File: src/design/pwf_regs.svh
/*
 * Offsets, field positions, codes and sizes shared by both ends of the
 * process RAM write path and its host-side bridge.
 * Assumes byte addresses on a 16-bit host address bus.
 */
`ifndef PWF_REGS_SVH
`define PWF_REGS_SVH

// Write FIFO shape
`define PWF_FIFO_DEPTH 16
`define PWF_FIFO_WIDTH 32

// Indexed register map, byte addresses
`define PWF_WR_DATA_OFS 16'h0020
`define PWF_WR_DATA_BLK 11'h001
`define PWF_WR_ADDR_LEN_OFS 16'h0310
`define PWF_WR_CMD_OFS 16'h0314

// write_start_and_length fields
`define PWF_AL_ADDR_LSB 0
`define PWF_AL_LEN_LSB 16

// write_command_status fields
`define PWF_CMD_BUSY_BIT 31
`define PWF_CMD_ABORT_BIT 30
`define PWF_CMD_AVAIL_BIT 24
`define PWF_CMD_CNT_LSB 16

// Process RAM window and direct-mapped top
`define PWF_RAM_LO 17'h01000
`define PWF_RAM_HI 17'h01fff
`define PWF_DM_TOP 16'h2fff

// interface_select_field encodings
`define PWF_SEL_INDEXED 2'h0
`define PWF_SEL_DIRECT8 2'h1
`define PWF_SEL_DIRECT16 2'h2

// Access error codes
`define PWF_ERR_ODD 8'h01
`define PWF_ERR_WR_BREAK 8'h02
`define PWF_ERR_RD_BREAK 8'h03

// Host bridge register map
`define PWF_H_TGT 8'h00
`define PWF_H_WDATA 8'h04
`define PWF_H_GO 8'h08
`define PWF_H_STAT 8'h0c
`define PWF_H_RDATA 8'h10
`define PWF_TGT_HBE_N_BIT 16
`define PWF_TGT_FIFO_BIT 17
`define PWF_GO_WR_BIT 0
`define PWF_GO_RD_BIT 1
`define PWF_ST_BUSY_BIT 0
`define PWF_ST_REFUSED_BIT 1
`define PWF_ST_SPACE_BIT 2

`endif

File: src/design/pwf_pkg.sv
/*
 * Types for the process RAM write path: state machines of both ends.
 * Assumes pwf_regs.svh for all numeric constants.
 */
`default_nettype none

package pwf_pkg;
   // Direct-mapped access sequencer of the device end
   typedef enum logic [1:0] {DM_IDLE, DM_CORE, DM_WAIT} pwf_dm_state_t;
   // Link cycle sequencer of the host end
   typedef enum logic [1:0] {HS_IDLE, HS_HOLD, HS_WAIT} pwf_hs_state_t;
endpackage

`default_nettype wire

File: src/design/pwf_link_if.sv
/*
 * Parallel host bus between host bridge and device end.
 * Assumes both ends on one clock; strobes are levels held by the host
 * until busy is low; data in and out run on split buses.
 */
`default_nettype none

interface pwf_link_if;
   logic cs;
   logic wr;
   logic rd;
   logic fifo_sel;
   logic [15:0] addr;
   logic high_byte_enable_n;
   logic [31:0] wdata;
   logic [31:0] rdata;
   logic busy;
   logic space_free_flag;

   modport dev (
      input cs, wr, rd, fifo_sel, addr, high_byte_enable_n, wdata,
      output rdata, busy, space_free_flag
   );
   modport host (
      output cs, wr, rd, fifo_sel, addr, high_byte_enable_n, wdata,
      input rdata, busy, space_free_flag
   );
endinterface

`default_nettype wire

File: src/design/pwf_dev_end.sv
/*
 * Device end: process RAM write FIFO with indexed registers, and the
 * direct-mapped 8/16-bit microcontroller path, both onto one core port.
 * Assumes the host holds strobes until busy is low and the core answers
 * each request with a one-cycle ack.
 */
// Chosen here: the strobed register port.
`include "pwf_regs.svh"
`default_nettype none

module pwf_dev_end
   import pwf_pkg::*;
#(
   parameter int DEPTH = `PWF_FIFO_DEPTH
) (
   input wire logic clk_i,
   input wire logic srst_i,
   pwf_link_if.dev link,
   input wire logic [1:0] iface_sel_i,
   input wire logic posted_wr_i,
   input wire logic [3:0] rd_wait_i,
   output logic core_req_o,
   output logic core_we_o,
   output logic [15:0] core_addr_o,
   output logic [3:0] core_be_o,
   output logic [31:0] core_wdata_o,
   input wire logic core_ack_i,
   input wire logic [31:0] core_rdata_i,
   output logic [7:0] err_count_o,
   output logic [7:0] err_code_o
);
   localparam int PW = $clog2(DEPTH);

   // Lanes from start lane, limited by bytes left
   function automatic logic [3:0] lane_mask(input logic [1:0] a, input logic [15:0] len);
      logic [2:0] room;
      logic [2:0] n;
      room = 3'd4 - {1'b0, a};
      n = (len < {13'h0000, room}) ? len[2:0] : room;
      lane_mask = 4'((5'h01 << n) - 5'h01) << a;
   endfunction

   function automatic logic [2:0] ones(input logic [3:0] m);
      ones = {2'b00, m[0]} + {2'b00, m[1]} + {2'b00, m[2]} + {2'b00, m[3]};
   endfunction

   // Direct-mapped lane decode, zero for the invalid combination
   function automatic logic [3:0] dm_lanes(input logic w16, input logic [1:0] a,
         input logic hbe_n);
      dm_lanes = 4'h0;
      if (!w16) begin
         dm_lanes = 4'h1 << a;
      end else begin
         case ({a[0], hbe_n})
            2'b00: dm_lanes = 4'h3 << {a[1], 1'b0};
            2'b01: dm_lanes = 4'h1 << {a[1], 1'b0};
            2'b10: dm_lanes = 4'h2 << {a[1], 1'b0};
            default: dm_lanes = 4'h0;
         endcase
      end
   endfunction

   logic [31:0] mem [DEPTH];
   logic [PW-1:0] wr_ptr_q;
   logic [PW-1:0] rd_ptr_q;
   logic [PW:0] cnt_q;
   logic [15:0] cur_addr_q;
   logic [15:0] cur_len_q;
   logic xfer_busy_q;
   logic strobe_q;
   logic want_q;
   logic busy_q;
   logic abandon_q;
   logic acc_we_q;
   logic [15:0] acc_addr_q;
   logic acc_hbe_n_q;
   logic [31:0] acc_wdata_q;
   pwf_dm_state_t dm_state_q;
   logic [3:0] wait_cnt_q;
   logic [31:0] rdata_q;
   logic from_drain_q;
   logic [7:0] err_cnt_q;
   logic [7:0] err_code_q;

   logic direct;
   logic mode16;
   logic strobe;
   logic start;
   logic busy_o;
   logic idx_wr;
   logic fifo_hit;
   logic push;
   logic pop;
   logic cmd_wr;
   logic abort;
   logic go;
   logic broken;
   logic invalid_odd;
   logic dm_take;
   logic dm_issue;
   logic drain_issue;
   logic core_done;
   logic [31:0] cmd_word;

   // Mode, link edges and indexed decode
   always_comb begin
      direct = iface_sel_i == `PWF_SEL_DIRECT8 || iface_sel_i == `PWF_SEL_DIRECT16;
      mode16 = iface_sel_i == `PWF_SEL_DIRECT16;
      strobe = link.cs && (link.wr || link.rd);
      start = strobe && !strobe_q;
      busy_o = busy_q || want_q;
      idx_wr = start && link.wr && !direct;
      fifo_hit = link.fifo_sel || link.addr[15:5] == `PWF_WR_DATA_BLK;
      push = idx_wr && fifo_hit && cnt_q != (PW+1)'(DEPTH);
      cmd_wr = idx_wr && !link.fifo_sel && link.addr == `PWF_WR_CMD_OFS;
      abort = cmd_wr && link.wdata[`PWF_CMD_ABORT_BIT];
      go = cmd_wr && link.wdata[`PWF_CMD_BUSY_BIT] && !abort;
      core_done = core_req_o && core_ack_i;
      pop = core_done && from_drain_q;
      broken = direct && strobe_q && !strobe && busy_o;
      invalid_odd = mode16 && acc_addr_q[0] && acc_hbe_n_q;
      dm_take = dm_state_q == DM_IDLE && want_q && !broken;
      dm_issue = dm_take && !invalid_odd && acc_addr_q <= `PWF_DM_TOP;
      drain_issue = !direct && xfer_busy_q && cnt_q != '0 && !core_req_o && !abort;
   end

   // Status word: busy, space flag and free count
   always_comb begin
      cmd_word = 32'h0000_0000;
      cmd_word[`PWF_CMD_BUSY_BIT] = xfer_busy_q;
      cmd_word[`PWF_CMD_AVAIL_BIT] = cnt_q != (PW+1)'(DEPTH);
      cmd_word[`PWF_CMD_CNT_LSB +: PW+1] = (PW+1)'(DEPTH) - cnt_q;
   end

   // FIFO storage; a whole word is always stored
   always_ff @(posedge clk_i) begin
      if (push) begin
         mem[wr_ptr_q] <= link.wdata;
      end
   end

   // FIFO pointers and fill level; abort empties it
   always_ff @(posedge clk_i) begin
      if (srst_i || abort) begin
         wr_ptr_q <= '0;
         rd_ptr_q <= '0;
         cnt_q <= '0;
      end else begin
         if (push) begin
            wr_ptr_q <= wr_ptr_q + 1'b1;
         end
         if (pop) begin
            rd_ptr_q <= rd_ptr_q + 1'b1;
         end
         cnt_q <= cnt_q + (PW+1)'(push) - (PW+1)'(pop);
      end
   end

   // Transfer progress: address/length load, advance, self-clear
   always_ff @(posedge clk_i) begin
      if (srst_i) begin
         cur_addr_q <= 16'h0000;
         cur_len_q <= 16'h0000;
         xfer_busy_q <= 1'b0;
      end else if (abort) begin
         xfer_busy_q <= 1'b0;
      end else begin
         if (idx_wr && !xfer_busy_q && !link.fifo_sel && link.addr == `PWF_WR_ADDR_LEN_OFS) begin
            cur_addr_q <= link.wdata[`PWF_AL_ADDR_LSB +: 16];
            cur_len_q <= link.wdata[`PWF_AL_LEN_LSB +: 16];
         end
         if (go && cur_len_q != 16'h0000) begin
            xfer_busy_q <= 1'b1;
         end
         if (pop) begin
            cur_addr_q <= cur_addr_q + {13'h0000, ones(core_be_o)};
            cur_len_q <= cur_len_q - {13'h0000, ones(core_be_o)};
            if (cur_len_q == {13'h0000, ones(core_be_o)}) begin
               xfer_busy_q <= 1'b0;
            end
         end
      end
   end

   // Core port owner: one request outstanding at a time
   always_ff @(posedge clk_i) begin
      if (srst_i) begin
         core_req_o <= 1'b0;
         core_we_o <= 1'b0;
         core_addr_o <= 16'h0000;
         core_be_o <= 4'h0;
         core_wdata_o <= 32'h0000_0000;
         from_drain_q <= 1'b0;
      end else begin
         if (core_done) begin
            core_req_o <= 1'b0;
         end
         if (abort) begin
            from_drain_q <= 1'b0; // late ack must not pop new data
         end
         if (dm_issue) begin
            core_req_o <= 1'b1;
            core_we_o <= acc_we_q;
            core_addr_o <= {acc_addr_q[15:2], 2'b00};
            core_be_o <= dm_lanes(mode16, acc_addr_q[1:0], acc_hbe_n_q);
            // Little-endian: lane k carries byte at address k
            core_wdata_o <= mode16 ? {2{acc_wdata_q[15:0]}} : {4{acc_wdata_q[7:0]}};
            from_drain_q <= 1'b0;
         end else if (drain_issue) begin
            core_req_o <= 1'b1;
            core_we_o <= 1'b1;
            core_addr_o <= {cur_addr_q[15:2], 2'b00};
            core_be_o <= lane_mask(cur_addr_q[1:0], cur_len_q);
            core_wdata_o <= mem[rd_ptr_q];
            from_drain_q <= 1'b1;
         end
      end
   end

   // Host access sequencing, busy handshake and read data
   always_ff @(posedge clk_i) begin
      if (srst_i) begin
         strobe_q <= 1'b0;
         want_q <= 1'b0;
         busy_q <= 1'b0;
         abandon_q <= 1'b0;
         acc_we_q <= 1'b0;
         acc_addr_q <= 16'h0000;
         acc_hbe_n_q <= 1'b1;
         acc_wdata_q <= 32'h0000_0000;
         dm_state_q <= DM_IDLE;
         wait_cnt_q <= 4'h0;
         rdata_q <= 32'h0000_0000;
      end else begin
         strobe_q <= strobe;
         if (start) begin
            acc_we_q <= link.wr;
            acc_addr_q <= link.addr;
            acc_hbe_n_q <= link.high_byte_enable_n;
            acc_wdata_q <= link.wdata;
            if (direct) begin
               want_q <= 1'b1;
            end else if (link.rd) begin
               // Indexed reads answer at once; data FIFO reads as zero
               if (link.addr == `PWF_WR_ADDR_LEN_OFS && !link.fifo_sel) begin
                  rdata_q <= {cur_len_q, cur_addr_q};
               end else if (link.addr == `PWF_WR_CMD_OFS && !link.fifo_sel) begin
                  rdata_q <= cmd_word;
               end else begin
                  rdata_q <= 32'h0000_0000;
               end
            end
         end
         case (dm_state_q)
            DM_IDLE: begin
               if (broken) begin
                  want_q <= 1'b0;
               end else if (want_q) begin
                  want_q <= 1'b0;
                  if (dm_issue) begin
                     dm_state_q <= DM_CORE;
                     busy_q <= !(acc_we_q && posted_wr_i);
                  end else if (!acc_we_q) begin
                     // Refused read answers zero; a refused write leaves read data alone
                     rdata_q <= 32'h0000_0000;
                  end
               end
            end
            DM_CORE: begin
               if (broken) begin
                  busy_q <= 1'b0;
                  abandon_q <= !acc_we_q;
               end
               if (core_ack_i) begin
                  // Direction of the issued request; a posted write may overlap a new start
                  if (!core_we_o && !abandon_q && !broken) begin
                     rdata_q <= mode16 ?
                        32'(16'(core_rdata_i >> {acc_addr_q[1], 4'h0})) :
                        32'(8'(core_rdata_i >> {acc_addr_q[1:0], 3'b000}));
                     wait_cnt_q <= rd_wait_i;
                     dm_state_q <= DM_WAIT;
                  end else begin
                     busy_q <= 1'b0;
                     abandon_q <= 1'b0;
                     dm_state_q <= DM_IDLE;
                  end
               end
            end
            DM_WAIT: begin
               if (broken || wait_cnt_q == 4'h0) begin
                  busy_q <= 1'b0;
                  dm_state_q <= DM_IDLE;
               end else begin
                  wait_cnt_q <= wait_cnt_q - 4'h1;
               end
            end
            default: dm_state_q <= DM_IDLE;
         endcase
      end
   end

   // Error counter saturates; code keeps the latest cause
   always_ff @(posedge clk_i) begin
      if (srst_i) begin
         err_cnt_q <= 8'h00;
         err_code_q <= 8'h00;
      end else if (broken || (dm_take && invalid_odd)) begin
         if (err_cnt_q != 8'hff) begin
            err_cnt_q <= err_cnt_q + 8'h01;
         end
         if (broken) begin
            err_code_q <= acc_we_q ? `PWF_ERR_WR_BREAK : `PWF_ERR_RD_BREAK;
         end else begin
            err_code_q <= `PWF_ERR_ODD;
         end
      end
   end

   assign link.rdata = rdata_q;
   assign link.busy = busy_o;
   assign link.space_free_flag = !direct && cnt_q != (PW+1)'(DEPTH);
   assign err_count_o = err_cnt_q;
   assign err_code_o = err_code_q;
endmodule

`default_nettype wire

File: src/flat_wrapper.sv
// flat-port wrapper written by rule: the top's interface ports become plain ports
module pwf_dev_end_flat import pwf_pkg::*;
#(
   parameter int DEPTH = `PWF_FIFO_DEPTH
)
  (clk_i, srst_i, iface_sel_i, posted_wr_i, rd_wait_i, core_req_o, core_we_o, core_addr_o, core_be_o, core_wdata_o, core_ack_i, core_rdata_i, err_count_o, err_code_o, link_cs, link_wr, link_rd, link_fifo_sel, link_addr, link_high_byte_enable_n, link_wdata, link_rdata, link_busy, link_space_free_flag);
  pwf_link_if link_i ();
  input wire logic clk_i;
  input wire logic srst_i;
  input wire logic [1:0] iface_sel_i;
  input wire logic posted_wr_i;
  input wire logic [3:0] rd_wait_i;
  output logic core_req_o;
  output logic core_we_o;
  output logic [15:0] core_addr_o;
  output logic [3:0] core_be_o;
  output logic [31:0] core_wdata_o;
  input wire logic core_ack_i;
  input wire logic [31:0] core_rdata_i;
  output logic [7:0] err_count_o;
  output logic [7:0] err_code_o;
  input wire logic [$bits(link_i.cs)-1:0] link_cs;
  input wire logic [$bits(link_i.wr)-1:0] link_wr;
  input wire logic [$bits(link_i.rd)-1:0] link_rd;
  input wire logic [$bits(link_i.fifo_sel)-1:0] link_fifo_sel;
  input wire logic [$bits(link_i.addr)-1:0] link_addr;
  input wire logic [$bits(link_i.high_byte_enable_n)-1:0] link_high_byte_enable_n;
  input wire logic [$bits(link_i.wdata)-1:0] link_wdata;
  output wire logic [$bits(link_i.rdata)-1:0] link_rdata;
  output wire logic [$bits(link_i.busy)-1:0] link_busy;
  output wire logic [$bits(link_i.space_free_flag)-1:0] link_space_free_flag;
  assign link_i.cs = link_cs;
  assign link_i.wr = link_wr;
  assign link_i.rd = link_rd;
  assign link_i.fifo_sel = link_fifo_sel;
  assign link_i.addr = link_addr;
  assign link_i.high_byte_enable_n = link_high_byte_enable_n;
  assign link_i.wdata = link_wdata;
  assign link_rdata = link_i.rdata;
  assign link_busy = link_i.busy;
  assign link_space_free_flag = link_i.space_free_flag;
  pwf_dev_end #(.DEPTH(DEPTH)) u_core (.clk_i(clk_i), .srst_i(srst_i), .link(link_i), .iface_sel_i(iface_sel_i), .posted_wr_i(posted_wr_i), .rd_wait_i(rd_wait_i), .core_req_o(core_req_o), .core_we_o(core_we_o), .core_addr_o(core_addr_o), .core_be_o(core_be_o), .core_wdata_o(core_wdata_o), .core_ack_i(core_ack_i), .core_rdata_i(core_rdata_i), .err_count_o(err_count_o), .err_code_o(err_code_o));
endmodule
File: config.mk
export PLATFORM = sky130hd
export DESIGN_NAME = pwf_dev_end_flat
export DESIGN_NICKNAME = d
export VERILOG_FILES = /design/src/design/pwf_pkg.sv /design/src/design/pwf_link_if.sv /design/src/design/pwf_dev_end.sv /design/src/flat_wrapper.sv
export VERILOG_INCLUDE_DIRS = /design/src /design/src/design
export SDC_FILE = /design/constraint.sdc
export NUM_CORES = 1
export LEC_CHECK = 0
export ABC_CLOCK_PERIOD_IN_PS = 9300
export BUFFER_PORTS_ARGS = -buffer_cell sky130_fd_sc_hd__buf_2
export CAP_MARGIN = 20
export CORE_ASPECT_RATIO = 1.5
export CORE_MARGIN = 1.5
export CORE_UTILIZATION = 40
export CTS_CLUSTER_DIAMETER = 60
export DETAILED_ROUTE_END_ITERATION = 10
export SLEW_MARGIN = 25
export SYNTH_ARGS = -nofsm -noshare
export SYNTH_HDL_FRONTEND = slang
export SYNTH_SLANG_ARGS = --single-unit
File: constraint.sdc
create_clock -name clk_i -period 9.3 [get_ports clk_i]
set_input_delay 1.86 -clock clk_i [delete_from_list [all_inputs] [get_ports clk_i]]
set_output_delay 1.86 -clock clk_i [all_outputs]
set_load 0.02 [all_outputs]
==> impl_metrics.py, run 1 <==
metrics = {
    "yosys": {
        "ys_top_cells_by_area": "sky130_fd_sc_hd__edfxtp_1, sky130_fd_sc_hd__dfxtp_1, sky130_fd_sc_hd__mux4_2",
        "postSynth.topFlopCell": "sky130_fd_sc_hd__edfxtp_1",
        "postSynthAreaPerCell_sq_um": 14.7,
        "syn-instance-count": 1985,
        "async_flop_share_pct": 0,
        "synth_edf_count": 512,
        "warnings_from_yosys": 0,
        "yosysTopAreaCellShare_pct": 52.8,
        "synth_largest_area_cell": "sky130_fd_sc_hd__edfxtp_1",
        "netlist_area_sq_um": 29100,
        "postSynthRegisterBits": 701,
        "yosysSeqAreaShare_pct": 65.8,
        "post_synth_num_cell_types": 83,
    },
    "layout": {
        "fillCellCount": 6371,
        "most-common-layout-cells": "sky130_fd_sc_hd__edfxtp_1, sky130_fd_sc_hd__buf_2, sky130_fd_sc_hd__dfxtp_1",
        "end_of_flow_core_utilization_pct": 46.2,
        "antennaDiodeCount": 0,
        "fraction_of_final_layout_cells_sized_beyond_drive_strength_1_pct": 23.9,
        "final_net_count": 2292,
        "areaGrowthSynthToFinish_pct": 14.8,
        "finish.cell_count_without_fillers": 3133,
        "fin_area_sq_um": 33400,
        "layout_commonest_cell": "sky130_fd_sc_hd__edfxtp_1",
    },
    "timing": {
        "layout_worst_path_cycle_share_pct": 50.9,
        "report.final.slew_viol_count": 0,
        "timing.clock.skew_ns": 0.0285,
        "clock.fmax_mhz": 211,
        "slew_worst_pin_ns": 1.04,
        "tns_ns": 0,
        "final-setup-viol-count": 0,
        "fin_crit_ns": 4.73,
        "maxSlewHeadroom_pct": 30.7,
        "finalHoldViolCount": 0,
        "grt_setup_unrepaired": "no",
    },
    "global_routing": {
        "number_of_antenna_violations_at_the_first_check_in_global_routing": 3,
        "globalRouteMet3Util_pct": 3.16,
        "grt_first_pass_wirelength_mm": 119,
        "grt_start_max_net_pins": 116,
        "grt-ovfl-total": 0,
        "grtUsageMet2_pct": 39.0,
        "grt.busiest_layer": "met2",
        "track_usage_pct": 21.8,
        "grt_util_met1_pct": 26.1,
        "first_global_vias": 18461,
    },
    "floorplanning": {
        "die_area_sq_um": 74500,
        "design.portCount": 199,
        "num_rows": 121,
        "core-area_sq_um": 72400,
        "die_width_um": 223,
        "initial_core_utilization_pct": 40.3,
        "die_height_um": 334,
    },
    "drt": {
        "antenna_violating_nets_post_route": 0,
        "firstDrtPassIters": 5,
        "final_wirelength_mm": 81.1,
        "vias": 18166,
        "viasPerCell": 5.80,
        "drt-initial-drc-count": 1496,
        "wire_per_inst_um": 25.9,
        "post-route-drc-count": 0,
    },
    "clock_network": {
        "clock_sink_count": 701,
        "clkTransAtPathRegs_ns": 0.07,
        "htreeDepth": 3,
        "cts_setup_buffers": 0,
        "worstSkewPairLatency_ns": 0.61,
        "ctsRootBufferMaster": "sky130_fd_sc_hd__clkbuf_16",
        "cts_buffers": 66,
        "post_cts_hold_buffer_count": 0,
        "clock_tree_from_tritoncts": "built",
        "cts-resized-gates": 0,
        "max-clock-path-buffers": 3,
    },
    "setup_path": {
        "worstPathRequired_ns": 9.58,
        "worstSetupEndpointType": "flip-flop",
        "worst_ep_arrival_time_ns": 5.01,
        "critical_path.startpoint_type": "primary input",
        "timing_worst_setup_path_type": "in -> reg",
        "critPathMaxFanout": 18,
    },
    "min_path": {
        "holdCritPathClass": "reg -> reg",
    },
    "power_and_ir_drop": {
        "cellPowerDensity_nw_per_um2": 191,
        "power.leakage_nw": 11.0,
        "max-vdd-ir-drop_v": 0.000120,
        "design_power_total_mw": 6.40,
    },
    "job": {
        "max_cap_violations": 0,
    },
    "place": {
        "numPortBuffers": 190,
        "hpwlAfterDp_mm": 54.3,
        "post-place-cells": 3015,
        "finalWeightedCongestion": 0.930,
        "place_area_sq_um": 31300,
    },
    "status": {
        "outcome": "complete, no violations",
    },
}
-- where the power goes --
part,internal [mW],total (mW),switching [mW]
clock,1.48,2.66,1.18
sequential,3.38,3.41,0.0318
combinational,0.0977,0.320,0.223
total,4.96,6.40,1.44
-- metal layers --
layer / wire [um] / vias up
met3: 4670 / 153
met5: 0 / -
met1: 31200 / 9302
met2: 42200 / 669
li1: - / 8042
met4: 3120 / 0
-- metrics by stage --
| stage | hold slack [ns] | setup WS [ns] |
|---|---|---|
| floorplan | 0.433 | 3.60 |
| global route | 0.477 | 4.44 |
| CTS | 0.457 | 4.59 |
| global placement | 0.445 | 3.91 |
| finish | 0.458 | 4.57 |
| detailed placement | 0.446 | 3.94 |
-- synthesized netlist by cell type, drive strengths merged, types with 13 or more instances --
master	instances
nor2b	38
nand2	175
inv	41
nand4	13
mux4	136
ha	32
a211oi	73
mux2i	51
buf	63
a21oi	166
a311oi	19
nor2	91
o21ai	55
edfxtp	512
and3	19
dfxtp	189
nand3	24
nor3	34
clkbuf	69
-- logic make-up (layout without fill, tap and decap cells) --
kind of cell               Yosys count  count (layout)  share of synthesized area (%)
buffers and inverters              174             393                           2.72
xor gates and xnor gates            20              20                          0.601
AOI/OAI and AO/OA                  417             417                           9.35
muxes                              196             196                           12.6
other                                1               8                         0.0129
adders and majority gates           37              37                           1.68
DFF                                701             701                           65.8
and+or+nand+nor                    439             439                           7.27
-- worst max-delay path, stage by stage --
cell and delay (ns):
sky130_fd_sc_hd__buf_2 0.12, sky130_fd_sc_hd__nor4_4 0.52, sky130_fd_sc_hd__a41oi_1 0.28, sky130_fd_sc_hd__nor3_2 0.76
sky130_fd_sc_hd__nand2_1 0.43, sky130_fd_sc_hd__nor2_4 0.59, sky130_fd_sc_hd__buf_4 0.41
-- cell type report --
| cell class | count | area (sq um) | share of cell area (%) |
|---|---|---|---|
| sequential | 701 | 19200 | 57.3 |
| multi-input combinational | 1117 | 9350 | 28.0 |
| clock inverter | 32 | 238 | 0.711 |
| timing repair buffer | 233 | 1500 | 4.50 |
| clock buffer | 86 | 1860 | 5.57 |
| inverter | 42 | 158 | 0.471 |
| tap | 922 | 1150 | 3.45 |
-- state kept, by name, indices dropped and copies added, names as in the netlist, 2 cells and up, named ones only --
name and flops:
u_core.cnt_q 5, u_core.link.rdata 32, u_core.wr_ptr_q 4, u_core.err_count_o 8, u_core.wait_cnt_q 4, u_core.acc_wdata_q 16, u_core.dm_state_q 2, u_core.core_wdata_o 32
u_core.cur_len_q 16, u_core.acc_addr_q 16, u_core.err_code_o 2, u_core.rd_ptr_q 4, u_core.core_be_o 4, u_core.mem 512, u_core.core_addr_o 14, u_core.cur_addr_q 16
-- final timing paths --
path,start,to,slack [ns],cells past startpoint
worst max-delay path,link_addr[6],u_core.mem[5][13]$_DFFE_PP_,4.57,7
worst min register to register,u_core.acc_wdata_q[15]$_SDFFE_PP0P_,u_core.acc_wdata_q[15]$_SDFFE_PP0P_,0.46,2
worst min-delay path,u_core.acc_wdata_q[15]$_SDFFE_PP0P_,u_core.acc_wdata_q[15]$_SDFFE_PP0P_,0.46,2
worst max register to register,u_core.cur_addr_q[0]$_SDFFE_PP0P_,u_core.core_be_o[3]$_SDFFE_PP0P_,5.45,14
Note: power is estimated with default switching activity, not from simulation.
==> run 2: changes to the inputs <==
- ABC_AREA: default -> 1
- ABC_CLOCK_PERIOD_IN_PS: 9300 -> 3900
- clock period: 9.3 -> 3.9 ns (I/O delays scaled with it)
==> run 2 against run 1 <==
  * Sequential power rose by 140%
  * Combinational power increased to 3.3 times the previous value
  * Routed wire length rose by 8.4%
  * Register-to-register slack lost 4.7 ns
  * Count of clock-buffer cells in the layout fell by 15
  * Cell count is 22% higher
  * Synthesized cell count rose by 36%
  * Global-route usage increased by 1.3 points
  * Power up 140%
  * Largest cell class unchanged
==> impl_metrics.py, run 2 <==
metrics = {
    "drt": {
        "antenna_violating_nets_post_route": 0,
        "drt-initial-drc-count": 1880,
        "firstDrtPassIters": 5,
        "vias": 21783,
        "wire_per_inst_um": 23.1,
        "post-route-drc-count": 0,
        "final_wirelength_mm": 88.0,
        "viasPerCell": 5.71,
    },
    "clock_network": {
        "post_cts_hold_buffer_count": 0,
        "htreeDepth": 2,
        "ctsRootBufferMaster": "sky130_fd_sc_hd__clkbuf_16",
        "clkTransAtPathRegs_ns": 0.07,
        "max-clock-path-buffers": 3,
        "worstSkewPairLatency_ns": 0.63,
        "cts_setup_buffers": 0,
        "clock_sink_count": 701,
        "cts-resized-gates": 0,
        "clock_tree_from_tritoncts": "built",
        "cts_buffers": 60,
    },
    "layout": {
        "final_net_count": 2976,
        "fillCellCount": 6544,
        "layout_commonest_cell": "sky130_fd_sc_hd__edfxtp_1",
        "multiInputGateArea_sq_um": 8970,
        "seq_area_sq_um": 19200,
        "finish.cell_count_without_fillers": 3812,
        "areaGrowthSynthToFinish_pct": 13.8,
        "antennaDiodeCount": 0,
        "fraction_of_final_layout_cells_sized_beyond_drive_strength_1_pct": 13.7,
        "most-common-layout-cells": "sky130_fd_sc_hd__edfxtp_1, sky130_fd_sc_hd__o21ai_0, sky130_fd_sc_hd__nor2_1",
        "number_of_flip_flops_under_the_largest_register_name": 512,
        "max_flop_register": "u_core.mem",
    },
    "timing": {
        "finalHoldViolCount": 0,
        "report.final.slew_viol_count": 0,
        "grt_setup_unrepaired": "no",
        "clock.fmax_mhz": 295,
        "timing.clock.skew_ns": 0.0272,
        "layout_worst_path_cycle_share_pct": 86.9,
        "slew_worst_pin_ns": 0.964,
        "tns_ns": 0,
        "final-setup-viol-count": 0,
        "maxSlewHeadroom_pct": 35.6,
        "fin_crit_ns": 3.39,
    },
    "floorplanning": {
        "initial_core_utilization_pct": 40.3,
        "die_width_um": 224,
        "num_rows": 121,
        "core-area_sq_um": 72500,
        "die_height_um": 334,
        "die_area_sq_um": 74700,
        "design.portCount": 199,
    },
    "global_routing": {
        "grt-ovfl-total": 0,
        "grt_first_pass_wirelength_mm": 131,
        "track_usage_pct": 23.1,
        "first_global_vias": 21395,
        "number_of_antenna_violations_at_the_first_check_in_global_routing": 3,
        "grt_start_max_net_pins": 161,
    },
    "setup_path": {
        "ff2ff_path_depth": 17,
        "cp_cell_sequence": "inv_1, ha_1, nand2_1, inv_1, ha_1, buf_4, nor2_1, buf_2",
        "critPathMaxFanout": 3,
        "timing_worst_setup_path_type": "reg -> out",
        "crit_path_max_incr_delay_ns": 0.41,
        "timing.reg2reg.setup_slack_ns": 0.71,
        "critical_path.startpoint_type": "flip-flop",
        "worstSetupEndpointType": "primary output",
        "timing.rr.start": "u_core.core_be_o[0]$_SDFFE_PP0P_",
        "setup.worst_path.start": "u_core.cnt_q[1]$_SDFF_PP0_",
        "worst_ep_arrival_time_ns": 2.61,
        "critical-path-slowest-cell": "sky130_fd_sc_hd__nor2_1",
        "worstPathRequired_ns": 3.12,
        "critical_path.reg2reg.endpoint": "u_core.cur_addr_q[13]$_SDFFE_PP0P_",
    },
    "yosys": {
        "yosysSeqAreaShare_pct": 65.5,
        "postSynthAreaPerCell_sq_um": 10.8,
        "postSynth.topFlopCell": "sky130_fd_sc_hd__edfxtp_1",
        "post_synth_num_cell_types": 52,
        "yosysTopAreaCellShare_pct": 52.6,
        "syn-instance-count": 2704,
        "synth.top_cells.by_count": "sky130_fd_sc_hd__edfxtp_1, sky130_fd_sc_hd__nor2_1, sky130_fd_sc_hd__o21ai_0",
        "synth_largest_area_cell": "sky130_fd_sc_hd__edfxtp_1",
        "async_flop_share_pct": 0,
        "netlist_area_sq_um": 29200,
        "postSynthRegisterBits": 701,
        "yosysMostFrequentCell": "sky130_fd_sc_hd__edfxtp_1",
        "warnings_from_yosys": 0,
        "synth_edf_count": 512,
        "ys_top_cells_by_area": "sky130_fd_sc_hd__edfxtp_1, sky130_fd_sc_hd__dfxtp_1, sky130_fd_sc_hd__o21ai_0",
    },
    "power_and_ir_drop": {
        "power.leakage_nw": 11.8,
        "cellPowerDensity_nw_per_um2": 459,
        "max-vdd-ir-drop_v": 0.000345,
    },
    "place": {
        "finalWeightedCongestion": 0.942,
        "hpwlAfterDp_mm": 59.0,
        "post-place-cells": 3705,
        "numPortBuffers": 190,
    },
    "min_path": {
        "hold_path_cells": 3,
        "holdCritPathClass": "in -> reg",
        "min_from": "link_high_byte_enable_n",
        "hold_end": "u_core.acc_hbe_n_q$_SDFFE_PP1P_",
    },
    "job": {
        "max_cap_violations": 0,
    },
    "status": {
        "outcome": "complete, no violations",
    },
}
run 2: changes by cell type in the layout (fill, tap and decap cells not counted), sizes merged, moves of 54 or more:
cell,delta
nor2,+344
o21ai,+359
o221ai,+94
a21oi,-54
nand2,+92
a211oi,-67
inv,+83
mux4,-136
nand3,+68
run 2: cell type report:
type / instances / area share [%]
Sequential cell: 701 / 57.6
Multi-Input combinational cell: 1699 / 27.0
Clock buffer: 71 / 4.83
Timing Repair Buffer: 254 / 4.64
Tap cell: 922 / 3.47
Inverter: 129 / 1.47
Clock inverter: 36 / 1.02
run 2: worst max-delay path by stage:
stage | cells after the start | endpoint
finish | 8 | link_space_free_flag
global route | 8 | link_space_free_flag
CTS | 8 | link_space_free_flag
detailed placement | 17 | u_core.cnt_q[4]$_SDFF_PP0_
global placement | 17 | u_core.cnt_q[4]$_SDFF_PP0_
floorplan | 8 | u_core.mem[11][0]$_DFFE_PP_
run 2: power by group:
part	switching, mW	internal, mW
Sequential	0.0835	8.10
Combinational	0.748	0.306
Clock	2.75	3.28
run 2: cells by family after synthesis:
group / count (synthesis) / share of synthesized area, %
other: 1 / 0.0128
DFF: 701 / 65.5
buffers and inverters: 311 / 4.31
adders and majority gates: 36 / 1.64
xor gates and xnor gates: 17 / 0.509
AOI/OAI and AO/OA: 786 / 15.8
muxes: 12 / 0.411
and+or+nand+nor: 840 / 11.8
run 2: metal layers:
| metal | GRT usage [%] | share of wire [%] | up-vias | wire length (um) |
|---|---|---|---|---|
| met5 | 0 | 0.015 | - | 13 |
| met4 | 12.2 | 5.5 | 2 | 4880 |
| li1 | - | - | 10040 | - |
| met1 | 27.4 | 38 | 10718 | 33700 |
| met3 | 3.47 | 6.3 | 178 | 5530 |
| met2 | 40.4 | 50 | 845 | 43900 |
run 2: worst max-delay path, delay by kind of cell, from the launching register on:
| kind | cells | cell delay (ns) |
|---|---|---|
| adder cells (fa/ha/maj) | 2 | 0.46 |
| buffers and inverters | 4 | 0.63 |
| flip-flops | 1 | 0.40 |
| AND/OR/NAND/NOR | 2 | 0.49 |
run 2: through the flow:
step                utilization, %  power [mW]  hold WS (ns)  cell area, sq um  worst slack (ns)
floorplan                        -        8.93         0.430             29300             0.234
global placement              43.2        9.37         0.447             31300             0.403
detailed placement            43.2        9.40         0.466             31300             0.445
CTS                           45.9        15.3         0.334             33300             0.508
global route                  45.9        15.7         0.363             33300             0.480
finish                        45.9        15.3         0.361             33300             0.509
